$ cat src/core/tpl_pkg.sv
// constants, state and struct types for the transmit payload-limit and mac-mode block
package tpl_pkg;
    // register byte offsets
    localparam logic [7:0] OFS_CTRL = 8'h00;
    localparam logic [7:0] OFS_SRC = 8'h04;
    localparam logic [7:0] OFS_STATUS = 8'h08;
    localparam logic [7:0] OFS_COUNT = 8'h0c;
    // control register field positions
    localparam int CTRL_MM_LSB = 0;
    localparam int CTRL_API_BIT = 2;
    localparam int CTRL_ENC_BIT = 3;
    localparam int CTRL_COMPAT_LSB = 8;
    localparam int CTRL_RR_LSB = 16;
    localparam int COMPAT_TXQ_BIT = 0;
    // reset values
    localparam logic [1:0] MM_RST = 2'h0;
    localparam logic API_RST = 1'b1;
    localparam logic ENC_RST = 1'b0;
    localparam logic [7:0] COMPAT_RST = 8'h00;
    localparam logic [7:0] RR_RST = 8'h00;
    localparam logic [15:0] SRC_RST = 16'h0000;
    // payload limit figures
    localparam logic [7:0] LIM_BASE = 8'd116;
    localparam logic [7:0] LIM_LEG_PLAIN = 8'd100;
    localparam logic [7:0] LIM_LEG_ENC = 8'd95;
    localparam logic [7:0] RED_HDR_PLAIN = 8'd2;
    localparam logic [7:0] RED_HDR_ENC = 8'd4;
    localparam logic [7:0] RED_ADDR = 8'd6;
    localparam logic [7:0] RED_ENC = 8'd5;
    // addresses
    localparam logic [15:0] ADDR_BCAST = 16'hffff;
    localparam logic [15:0] SRC_LONG_A = 16'hffff;
    localparam logic [15:0] SRC_LONG_B = 16'hfffe;
    // transmit status frame
    localparam logic [7:0] STAT_FRAME_TYPE = 8'h89;
    localparam logic [7:0] ST_OK = 8'h00;
    localparam logic [7:0] ST_NOACK = 8'h01;
    localparam logic [7:0] ST_CCA = 8'h02;
    localparam logic [7:0] ST_NETACK = 8'h21;
    localparam logic [7:0] ST_TOO_BIG = 8'h74;
    localparam logic [1:0] MAC_RETRIES = 2'd3;

    typedef enum logic [1:0] {ST_IDLE, ST_SEND, ST_WAIT} tpl_state_e;

    typedef struct packed {
        logic [1:0] macMode;
        logic apiMode;
        logic encrypt;
        logic [7:0] compat;
        logic [7:0] appRetry;
        logic [15:0] srcAddr;
        logic [31:0] prdata;
        logic pready;
        logic pslverr;
        tpl_state_e state;
        logic reqReady;
        logic [7:0] frameId;
        logic [7:0] remain;
        logic [7:0] chunkMax;
        logic destLong;
        logic bcast;
        logic hdr;
        logic ackEn;
        logic enc;
        logic longSrc;
        logic legacy;
        logic api;
        logic [7:0] rr;
        logic [1:0] macTry;
        logic [7:0] appTry;
        logic txValid;
        logic [7:0] txLen;
        logic txAckReq;
        logic txWantResult;
        logic statusValid;
        logic [7:0] statusCode;
        logic [7:0] statusFrameId;
        logic [15:0] rejectCnt;
        logic [15:0] pktCnt;
        logic dupDetect;
    } tpl_state_s;
endpackage

$ cat src/core/tpl_tx_payload_limit.sv
// transmit payload limit, legacy queue mode, mac mode and retry control with apb registers
//
// Our own choices: the address map and the APB slave port.
module tpl_tx_payload_limit
    import tpl_pkg::*;
#(
    parameter int ADDR_W = 8
) (
    input wire logic core_clk,
    input wire logic resetn,
    input wire logic psel,
    input wire logic penable,
    input wire logic pwrite,
    input wire logic [ADDR_W-1:0] paddr,
    input wire logic [31:0] pwdata,
    output logic [31:0] prdata,
    output logic pready,
    output logic pslverr,
    input wire logic reqValid,
    output logic reqReady,
    input wire logic [7:0] reqFrameId,
    input wire logic [7:0] reqLen,
    input wire logic reqDestLong,
    input wire logic [15:0] reqDestShort,
    output logic statusValid,
    output logic [7:0] statusType,
    output logic [7:0] statusFrameId,
    output logic [7:0] statusCode,
    output logic txValid,
    input wire logic txReady,
    output logic [7:0] txLen,
    output logic txAckReq,
    output logic txAppHeader,
    output logic txLongSrc,
    output logic txLongDest,
    output logic txBroadcast,
    output logic txEncrypt,
    output logic txWantResult,
    input wire logic resultValid,
    input wire logic resultAcked,
    input wire logic resultCcaFail,
    output logic dupDetectEn
);

    tpl_state_s q;
    tpl_state_s n;

    function automatic logic [7:0] calcLimit(
        input logic legacy,
        input logic enc,
        input logic hdr,
        input logic longSrc,
        input logic longDst
    );
        logic [7:0] lim;
        lim = LIM_BASE;
        if (hdr) begin
            lim = lim - (enc ? RED_HDR_ENC : RED_HDR_PLAIN);
        end
        if (longSrc || enc) begin
            lim = lim - RED_ADDR;
        end
        if (longDst) begin
            lim = lim - RED_ADDR;
        end
        if (enc) begin
            lim = lim - RED_ENC;
        end
        if (legacy) begin
            lim = enc ? LIM_LEG_ENC : LIM_LEG_PLAIN;
        end
        return lim;
    endfunction

    always_comb begin
        logic [7:0] lim;
        logic [7:0] curLim;
        logic legacy;
        logic hdr;
        logic ackEn;
        logic longSrc;
        logic bcast;
        logic pktDone;
        logic pktOk;
        logic [7:0] code;
        logic [7:0] waddr;
        lim = 8'h00;
        legacy = q.compat[COMPAT_TXQ_BIT];
        hdr = (q.macMode == 2'h0) || (q.macMode == 2'h3);
        ackEn = (q.macMode == 2'h0) || (q.macMode == 2'h2);
        longSrc = q.encrypt || (q.srcAddr == SRC_LONG_A) || (q.srcAddr == SRC_LONG_B);
        bcast = !reqDestLong && (reqDestShort == ADDR_BCAST);
        curLim = calcLimit(legacy, q.encrypt, hdr, longSrc, 1'b0);
        pktDone = 1'b0;
        pktOk = 1'b0;
        code = ST_OK;
        waddr = 8'(paddr);
        n = q;
        n.statusValid = 1'b0;
        n.pready = 1'b0;

        // apb: setup cycle prepares answer, access cycle completes with pready
        if (psel && !penable) begin
            n.pready = 1'b1;
            n.pslverr = 1'b0;
            n.prdata = 32'h0000_0000;
            unique case (waddr)
                OFS_CTRL: begin
                    n.prdata[CTRL_MM_LSB +: 2] = q.macMode;
                    n.prdata[CTRL_API_BIT] = q.apiMode;
                    n.prdata[CTRL_ENC_BIT] = q.encrypt;
                    n.prdata[CTRL_COMPAT_LSB +: 8] = q.compat;
                    n.prdata[CTRL_RR_LSB +: 8] = q.appRetry;
                end
                OFS_SRC: begin
                    n.prdata[15:0] = q.srcAddr;
                end
                OFS_STATUS: begin
                    n.prdata[7:0] = curLim;
                    n.prdata[8] = (q.state != ST_IDLE);
                    n.prdata[9] = longSrc;
                    n.prdata[10] = hdr;
                    n.prdata[11] = ackEn;
                end
                OFS_COUNT: begin
                    n.prdata = {q.pktCnt, q.rejectCnt};
                end
                default: begin
                    n.pslverr = 1'b1;
                end
            endcase
        end
        if (psel && penable && q.pready && pwrite) begin
            unique case (waddr)
                OFS_CTRL: begin
                    n.macMode = pwdata[CTRL_MM_LSB +: 2];
                    n.apiMode = pwdata[CTRL_API_BIT];
                    n.encrypt = pwdata[CTRL_ENC_BIT];
                    n.compat = pwdata[CTRL_COMPAT_LSB +: 8];
                    n.appRetry = pwdata[CTRL_RR_LSB +: 8];
                end
                OFS_SRC: begin
                    n.srcAddr = pwdata[15:0];
                end
                OFS_COUNT: begin
                    n.pktCnt = 16'h0000;
                    n.rejectCnt = 16'h0000;
                end
                default: begin
                end
            endcase
        end
        if (psel && penable && q.pready) begin
            n.pslverr = 1'b0;
        end
        n.dupDetect = (n.macMode == 2'h0) || (n.macMode == 2'h3);

        unique case (q.state)
            ST_IDLE: begin
                if (reqValid && q.reqReady) begin
                    // configuration snapshot taken at acceptance
                    lim = calcLimit(legacy, q.encrypt, hdr, longSrc, reqDestLong);
                    if (q.apiMode && (reqLen > lim)) begin
                        n.rejectCnt = 16'(q.rejectCnt + 16'h0001);
                        if (reqFrameId != 8'h00) begin
                            n.statusValid = 1'b1;
                            n.statusCode = ST_TOO_BIG;
                            n.statusFrameId = reqFrameId;
                        end
                    end else begin
                        n.reqReady = 1'b0;
                        n.frameId = reqFrameId;
                        n.remain = reqLen;
                        n.chunkMax = lim;
                        n.destLong = reqDestLong;
                        n.bcast = bcast;
                        n.hdr = hdr;
                        n.ackEn = ackEn;
                        n.enc = q.encrypt;
                        n.longSrc = longSrc;
                        n.legacy = legacy;
                        n.api = q.apiMode;
                        n.rr = hdr ? q.appRetry : 8'h00;
                        n.macTry = 2'h0;
                        n.appTry = 8'h00;
                        n.txValid = 1'b1;
                        n.txLen = (reqLen > lim) ? lim : reqLen;
                        n.txAckReq = ackEn && !bcast;
                        // non-queued mode: broadcasts complete at hand-off
                        n.txWantResult = legacy || !bcast;
                        n.state = ST_SEND;
                    end
                end
            end
            ST_SEND: begin
                if (txReady) begin
                    n.txValid = 1'b0;
                    n.pktCnt = 16'(q.pktCnt + 16'h0001);
                    if (q.txWantResult) begin
                        n.state = ST_WAIT;
                    end else begin
                        pktDone = 1'b1;
                        pktOk = 1'b1;
                    end
                end
            end
            ST_WAIT: begin
                if (resultValid) begin
                    if (!resultCcaFail && (resultAcked || !q.txAckReq)) begin
                        pktDone = 1'b1;
                        pktOk = 1'b1;
                    end else if (q.macTry < MAC_RETRIES) begin
                        n.macTry = 2'(q.macTry + 2'h1);
                        n.txValid = 1'b1;
                        n.state = ST_SEND;
                    end else if (q.hdr && (q.appTry < q.rr)) begin
                        n.appTry = 8'(q.appTry + 8'h01);
                        n.macTry = 2'h0;
                        n.txValid = 1'b1;
                        n.state = ST_SEND;
                    end else begin
                        pktDone = 1'b1;
                        if (resultCcaFail) begin
                            code = ST_CCA;
                        end else if (q.hdr && (q.rr != 8'h00)) begin
                            code = ST_NETACK;
                        end else begin
                            code = ST_NOACK;
                        end
                    end
                end
            end
            default: begin
                n.state = ST_IDLE;
                n.reqReady = 1'b1;
                n.txValid = 1'b0;
            end
        endcase

        if (pktDone) begin
            if (pktOk && !q.api && (q.remain > q.txLen)) begin
                // next slice of transparent data
                n.remain = 8'(q.remain - q.txLen);
                n.txLen = ((8'(q.remain - q.txLen)) > q.chunkMax) ?
                          q.chunkMax : 8'(q.remain - q.txLen);
                n.macTry = 2'h0;
                n.appTry = 8'h00;
                n.txValid = 1'b1;
                n.state = ST_SEND;
            end else begin
                if (q.api && (q.frameId != 8'h00)) begin
                    n.statusValid = 1'b1;
                    n.statusCode = pktOk ? ST_OK : code;
                    n.statusFrameId = q.frameId;
                end
                n.reqReady = 1'b1;
                n.state = ST_IDLE;
            end
        end
    end

    always_ff @(posedge core_clk) begin
        if (!resetn) begin
            q <= '0;
            q.macMode <= MM_RST;
            q.apiMode <= API_RST;
            q.encrypt <= ENC_RST;
            q.compat <= COMPAT_RST;
            q.appRetry <= RR_RST;
            q.srcAddr <= SRC_RST;
            q.state <= ST_IDLE;
            q.reqReady <= 1'b1;
            q.dupDetect <= 1'b1;
        end else begin
            q <= n;
        end
    end

    assign prdata = q.prdata;
    assign pready = q.pready;
    assign pslverr = q.pslverr;
    assign reqReady = q.reqReady;
    assign statusValid = q.statusValid;
    assign statusType = STAT_FRAME_TYPE;
    assign statusFrameId = q.statusFrameId;
    assign statusCode = q.statusCode;
    assign txValid = q.txValid;
    assign txLen = q.txLen;
    assign txAckReq = q.txAckReq;
    assign txAppHeader = q.hdr;
    assign txLongSrc = q.longSrc;
    assign txLongDest = q.destLong;
    assign txBroadcast = q.bcast;
    assign txEncrypt = q.enc;
    assign txWantResult = q.txWantResult;
    assign dupDetectEn = q.dupDetect;

endmodule

$ cat config.mk
export PLATFORM = sky130hd
export DESIGN_NAME = tpl_tx_payload_limit
export DESIGN_NICKNAME = d
export VERILOG_FILES = /design/src/core/tpl_pkg.sv /design/src/core/tpl_tx_payload_limit.sv
export SDC_FILE = /design/constraint.sdc
export NUM_CORES = 1
export LEC_CHECK = 0
export ABC_AREA = 1
export BUFFER_PORTS_ARGS = -buffer_cell sky130_fd_sc_hd__buf_2
export CAP_MARGIN = 25
export CELL_PAD_IN_SITES_DETAIL_PLACEMENT = 0
export CELL_PAD_IN_SITES_GLOBAL_PLACEMENT = 1
export CORE_UTILIZATION = 25
export DETAILED_ROUTE_END_ITERATION = 10
export HOLD_SLACK_MARGIN = 0.12
export PLACE_DENSITY_LB_ADDON = 0.15
export REMOVE_ABC_BUFFERS = 1
export SLEW_MARGIN = 20
export SYNTH_ARGS = -nofsm -noshare
export SYNTH_HDL_FRONTEND = slang
export SYNTH_SLANG_ARGS = --single-unit
$ cat constraint.sdc
create_clock -name core_clk -period 4.8 [get_ports core_clk]
set_input_delay 0.24 -clock core_clk [delete_from_list [all_inputs] [get_ports core_clk]]
set_output_delay 0.24 -clock core_clk [all_outputs]
set_load 0.02 [all_outputs]
==> metrics.md, run 1 <==
| Metric | Value |
|---|---|
| Outcome | finished, final reports clean |
| Most common cell after layout, fill and taps aside | nand2_1 |
| Critical path's most frequent cell | nand2_1 |
| CTS tree | built |
| Seq cells post-synth | 180 |
| FMAX | 0.232 GHz |
| Yosys cell types | 63 |
| Number of global-route vias before repair | approximately 9200 |
| Worst r2r dst | q[29] |
| Post-synth ARST share | 0 |
| Layout cells sized above 1 | 0.171 |
| Final setup violation count | 0 |
| First-pass GRT wire length | 51.2 mm |
| Post-DP HPWL | 23.2 mm |
| Port Buf Inserts | 143 |
| Largest family of logic cells by synthesized area | simple AND/OR/NAND/NOR gates |
| Cell Count, Final, Fillers Out | 2042 |
| Critical Path AT | around 4700 ps |
| P&R area growth vs syn | 18.3% |
| Via count | 9120 |
| TritonRoute pass-1 iters | 5 |
| CP max FO | 13 |
| CP Capture Type | register |
| Leakage power total | 5.19 nW |
| Syn Area/Cell | 7.13 µm² |
| Post-synth EDFFs | 0 |
| Startpoint types | register |
| All-Layer GR Usage | 0.160 |
| Final wirelength | 31.8 mm |
| PwrDens | 385 nW/µm² |
| Placed cells | slightly below 2000 |
| Dpl cell area | 10800 µm² |
| # IOs | 160 |
| Layout net count | 1636 |
| Worst reg-to-reg path cell count | 33 |
| Register area share after synthesis | 0.360 |
| Critical path required time | about 5200 ps |
| Die ar. | 40800 µm² |
| Critical path's slowest cell | dfxtp_1 |
| GRT overflow | 0 |
| Initial DRC Count | approximately 420 |
| Max Slew Vio Count | 0 |
| Clk buf depth | 2 |
| XOR/XNOR share of the synthesized area | 0.0139 |
| Post-synthesis mux area share | 0 |
| TritonCTS Buffers | 17 |
| End of the critical path | q[29] |
| Worst-Margin Slew | 869 ps |
| Peak VDD IR | 0.259 mV |
| Chip height | 202 µm |
| Commonest cells after routing, fill and taps aside | nand2_1 (268), dfxtp_1 (180), inv_1 (165) |
| Kind of critical path | register to register |
| Core Rows | just over 70 |
| CP max stage delay | ~350 ps |
| Number of antenna violations at the first check in global routing | 0 |
| Diode count | 0 |
| Worst-path clk slew | around 70 ps |
| Post-Layout Inst Area | 11800 µm² |
| Final number of hold-violating endpoints | 0 |
| Placer Congestion | 0.782 |
| Post-DR wirelength/cell | 15.6 µm |
| Worst R2R Setup Slack | slightly below 500 ps |
| Min Tclk post-route | 4310 ps |
| Fin Clk Skew | 14.8 ps |
| Synth Area in Compound Gates | 0.189 |
| Final core occ | 0.303 |
| Max cap viols | 0 |
| Antenna Nets Post-Route | 0 |
| Post-Syn Instances | approximately 1400 |
| Max-slew headroom | 0.420 |
| H-tree lvl count | 4 |
| Cell family with most CP delay | simple AND/OR/NAND/NOR gates |
| Tot Pwr | between 4 and 5 mW |
| Main flop type after synthesis | dfxtp_1 |
| Die width | 202 µm |
| Crit path buf inv count | 7 |
| Num Clock Sinks | 180 |
| Post-Syn Area | 10000 µm² |
| Initial Util | 0.256 |
| Stages on worst setup path | 33 |
| Filler cells | 4243 |
| Clk root buf | clkbuf_16 |
| Pin count of the biggest net entering global routing | 43 |
| Synth Area in Adders | 0.0533 |
| Sum Neg Setup Slack | 0 ps |
| Total core area | 39000 µm² |
| Reg2reg start | q[161] |
| Synth warn | 0 |
| Hold Crit Class | input port to register |
| Simple-gate share of the synthesized area | 0.241 |
| Via density | 4.47 |
| Clock Latency Late Sink | 450 ps |
| Critical Path Start | q[161] |
| Period utilization | 0.898 |
| DR DRC count | 0 |
-- routing by layer --
| layer | vias to the layer above | track usage | part of all wire |
|---|---|---|---|
| met5 | - | 0 | 0 |
| met4 | 0 | 0.0395 | 0.0098 |
| met3 | 18 | 0.0226 | 0.024 |
| met2 | 117 | 0.275 | 0.48 |
| met1 | 4207 | 0.209 | 0.49 |
| li1 | 4778 | - | - |
-- layout make-up --
cell class	instances	area, µm²	area share
tap	518	648	0.0548
inverter	182	691	0.0584
multi-input combinational	932	5030	0.425
sequential	180	3600	0.305
timing repair buffer	198	1230	0.104
clock buffer	21	470	0.0398
clock inverter	11	150	0.0127
-- sequential cells by signal, indices dropped and copies added, names as in the netlist, 8 cells and up --
signal	cells
prdata	32
q	112
statusCode	8
statusFrameId	8
txLen	8
-- tightest hold or removal path: stages --
cell	delay, ps
buf_2	110
o21ai_0	80
a21oi_1	110
-- metrics by stage --
stage | hold WS, ps | worst slack (ps)
after CTS | 122 | 230
after global placement | 453 | 317
after floorplan | 338 | 444
final | 137 | 490
after global routing | 153 | -2.58
after detailed placement | 455 | 263
-- Yosys cell counts, drive strengths merged, types with 4 or more instances --
library cell,count,area share
a211oi,13,0.010
a21oi,126,0.065
a221oi,4,0.0035
buf,90,0.063
clkbuf,26,0.0099
dfxtp,180,0.36
ha,41,0.051
inv,180,0.068
nand2,279,0.11
nand3,67,0.035
nand4,20,0.014
nor2,127,0.054
nor3,23,0.017
nor4,8,0.0056
o211ai,19,0.015
o21ai,128,0.065
o22ai,20,0.013
xor2,12,0.011
-- report_power, final --
part	internal, mW	leakage (nW)	switching [mW]	total [mW]
Combinational	0.464	3.44	0.896	1.36
Clock	0.865	0.300	0.645	1.51
Sequential	1.60	1.46	0.0822	1.68
-- worst min-delay path by stage --
stage	from	endpoint	depth (start not counted)
finish	pwdata[16]	q[164]	3
global route	pwdata[16]	q[164]	3
CTS	pwdata[16]	q[164]	3
detailed placement	prdata[1]	prdata[1]	2
global placement	statusCode[6]	statusCode[6]	2
floorplan	resetn	q[20]	2
-- logic make-up (layout without fill, tap and decap cells) --
logic type               after synthesis  in the layout
AND/OR/NAND/NOR                      533            533
AO/OA/AOI/OAI                        333            333
buffers and inverters                298            412
flip-flops                           180            180
adder cells (fa/ha/maj)               42             42
XOR/XNOR                              15             15
other                                  2              9
-- what timing repair did --
action / CTS / global route
resized for setup: 0 / 8
setup buffers: 0 / 1
hold buffers: 33 / 0
endpoints found under the hold margin: 43 / 0
endpoints found under the setup margin: 0 / 58
(Power assumes the default switching activity.)
==> inputs of run 2 (changes only) <==
CTS_BUF_LIST = sky130_fd_sc_hd__clkbuf_2   (was default)
REMOVE_ABC_BUFFERS = default   (was 1)
==> run 2 against run 1 <==
Via count is 3.3% higher. Utilization increased by 0.10 points. Critical path type unchanged. Final cell count increased by 2.1%. Sequential cell count did not move. Die area did not move. Sequential power hardly changed. Clock power down 43%. Register-to-register slack got worse by 130 ps. Highest routed layer unchanged. Critical endpoint is now statusCode[5]. Clock skew increased by 42 ps.
==> metrics.md, run 2 (synthesis gave the netlist of run 1 again) <==
| Metric | Value |
|---|---|
| Initial DRC Count | 466 |
| Clk buf depth | 2 |
| Critical path required time | about 5500 ps |
| Gate power share | 0.356 |
| Post-DR wirelength/cell | 15.7 µm |
| Die ar. | 40800 µm² |
| DR DRC count | 0 |
| Chip height | 202 µm |
| Initial Util | 0.256 |
| Worst-Margin Slew | 890 ps |
| Max reg flops | roughly 110 |
| Peak VDD IR | about 0.14 mV |
| Period utilization | 0.924 |
| Max Slew Vio Count | 0 |
| Startpoint types | register |
| TritonRoute pass-1 iters | 4 |
| NetSw | 1.58 mW |
| CTS tree | built |
| Sequential cell area | 3610 µm² |
| Critical path's most frequent cell | nand2_1 |
| First-pass GRT wire length | 51.8 mm |
| Critical Path AT | 5150 ps |
| Number of global-route vias before repair | 9238 |
| FMAX | 0.225 GHz |
| Most common cell after layout, fill and taps aside | nand2_1 |
| CP max stage delay | 420 ps |
| Filler cells | 4308 |
| Commonest cells after routing, fill and taps aside | nand2_1 (268), dfxtp_1 (175), inv_1 (165) |
| Critical path's slowest cell | dfxtp_2 |
| Pin count of the biggest net entering global routing | 51 |
| Hold Crit Class | input port to register |
| Via density | approximately 4.5 |
| Sw frac | 0.398 |
| Reg with most FFs | q |
| CP max FO | 8 |
| Worst-path clk slew | 310 ps |
| Post-DP HPWL | between 20 and 25 mm |
| Number of antenna violations at the first check in global routing | 2 |
| Placer Congestion | 0.784 |
| TritonCTS Buffers | 17 |
| Cell Count, Final, Fillers Out | 2085 |
| GRT overflow | 0 |
| Clk root buf | clkbuf_2 |
| All-Layer GR Usage | 0.163 |
| # IOs | 160 |
| Kind of critical path | register to register |
| Max cap viols | 0 |
| Hold slack | 223 ps |
| Reg power frac | 0.426 |
| PwrDens | between 300 and 400 nW/µm² |
| Multi-input gate area | approximately 5000 µm² |
| Final number of hold-violating endpoints | 0 |
| Clock Latency Late Sink | 820 ps |
| Placed cells | 1970 |
| Via count | 9420 |
| H-tree lvl count | 4 |
| Final setup violation count | 0 |
| Internal power | 2.39 mW |
| Outcome | finished, final reports clean |
| CP Capture Type | register |
| Total core area | around 40000 µm² |
| Antenna Nets Post-Route | 0 |
| Min Tclk post-route | 4440 ps |
| Die width | 202 µm |
| Max-slew headroom | 0.406 |
| Num Clock Sinks | 180 |
| Layout cells sized above 1 | 0.167 |
| Fin Clk Skew | 56.4 ps |
| Port Buf Inserts | about 140 |
| Unrepaired setup endpoints after global routing | no |
| Leakage power total | 5.21 nW |
| Core Rows | 72 |
| Clock power frac | 0.219 |
| Layout net count | 1677 |
| Final wirelength | 32.8 mm |
| P&R area growth vs syn | 18.7% |
| Sum Neg Setup Slack | 0 ps |
## run 2: cell types whose count changed in the layout (fill, tap and decap cells not counted), sizes merged
cell         change
buf              -3
clkbuf           -2
clkinv           -2
clkinvlp         +3
diode            +2
dlygate4sd3     +44
inv              +1
## run 2: timing repair
item,CTS,global route
gates resized for setup,0,11
hold buffers,77,0
buffers inserted,0,4
endpoints found under the hold margin,137,0
setup endpoints to repair,0,21
## run 2: path summary, 6_finish.rpt
check           startpoint            end  slack [ps]  cells past startpoint
min reg2reg  statusCode[3]  statusCode[3]         460                      2
max                 q[158]  statusCode[5]         360                     31
min                   psel        pslverr         220                      5
max reg2reg         q[158]  statusCode[5]         360                     31
## run 2: metal layers
| metal | vias up | GRT usage | share of wire | routed length (µm) |
|---|---|---|---|---|
| li1 | 4867 | - | - | - |
| met1 | 4401 | 0.230 | 0.51 | 16900 |
| met2 | 145 | 0.262 | 0.46 | 14900 |
| met3 | 7 | 0.0240 | 0.025 | 832 |
| met4 | 0 | 0.0287 | 0.0053 | 173 |
| met5 | - | 0 | 0 | 0 |
## run 2: worst max-delay path, delay by kind of cell (launching register included)
| family | cells | cell delay [ps] |
|---|---|---|
| adders and majority gates | 3 | 790 |
| DFF | 1 | 420 |
| buffers and inverters | 6 | 520 |
| and+or+nand+nor | 18 | 2000 |
| AOI/OAI and AO/OA | 4 | 590 |
## run 2: power groups by stage
stage	clock (mW)	combinational (mW)	sequential [mW]
6_report	0.867	1.41	1.69
3_5_place_dp	0	1.35	1.72
5_1_grt	0.969	1.59	1.70
4_1_cts	0.918	1.40	1.69
3_3_place_gp	0	1.35	1.72
2_1_floorplan	0	1.02	1.71
## run 2: final cells by class
class,instances,share of cell area
Antenna cell,2,0.000422
Tap cell,518,0.0546
Sequential cell,180,0.304
Inverter,182,0.0582
Clock buffer,19,0.00801
Timing Repair Buffer,239,0.138
Multi-Input combinational cell,932,0.423
Clock inverter,13,0.0133
## run 2: through the flow
step / setup WS (ps) / utilization / total power, mW / instance area [µm²]
2_1_floorplan: 957 / - / 2.72 / 10000
3_3_place_gp: 229 / 0.277 / 3.07 / 10800
3_5_place_dp: 217 / 0.277 / 3.07 / 10800
4_1_cts: 123 / 0.303 / 4.01 / 11800
5_1_grt: 2.46 / 0.304 / 4.27 / 11900
6_report: 364 / 0.304 / 3.97 / 11900
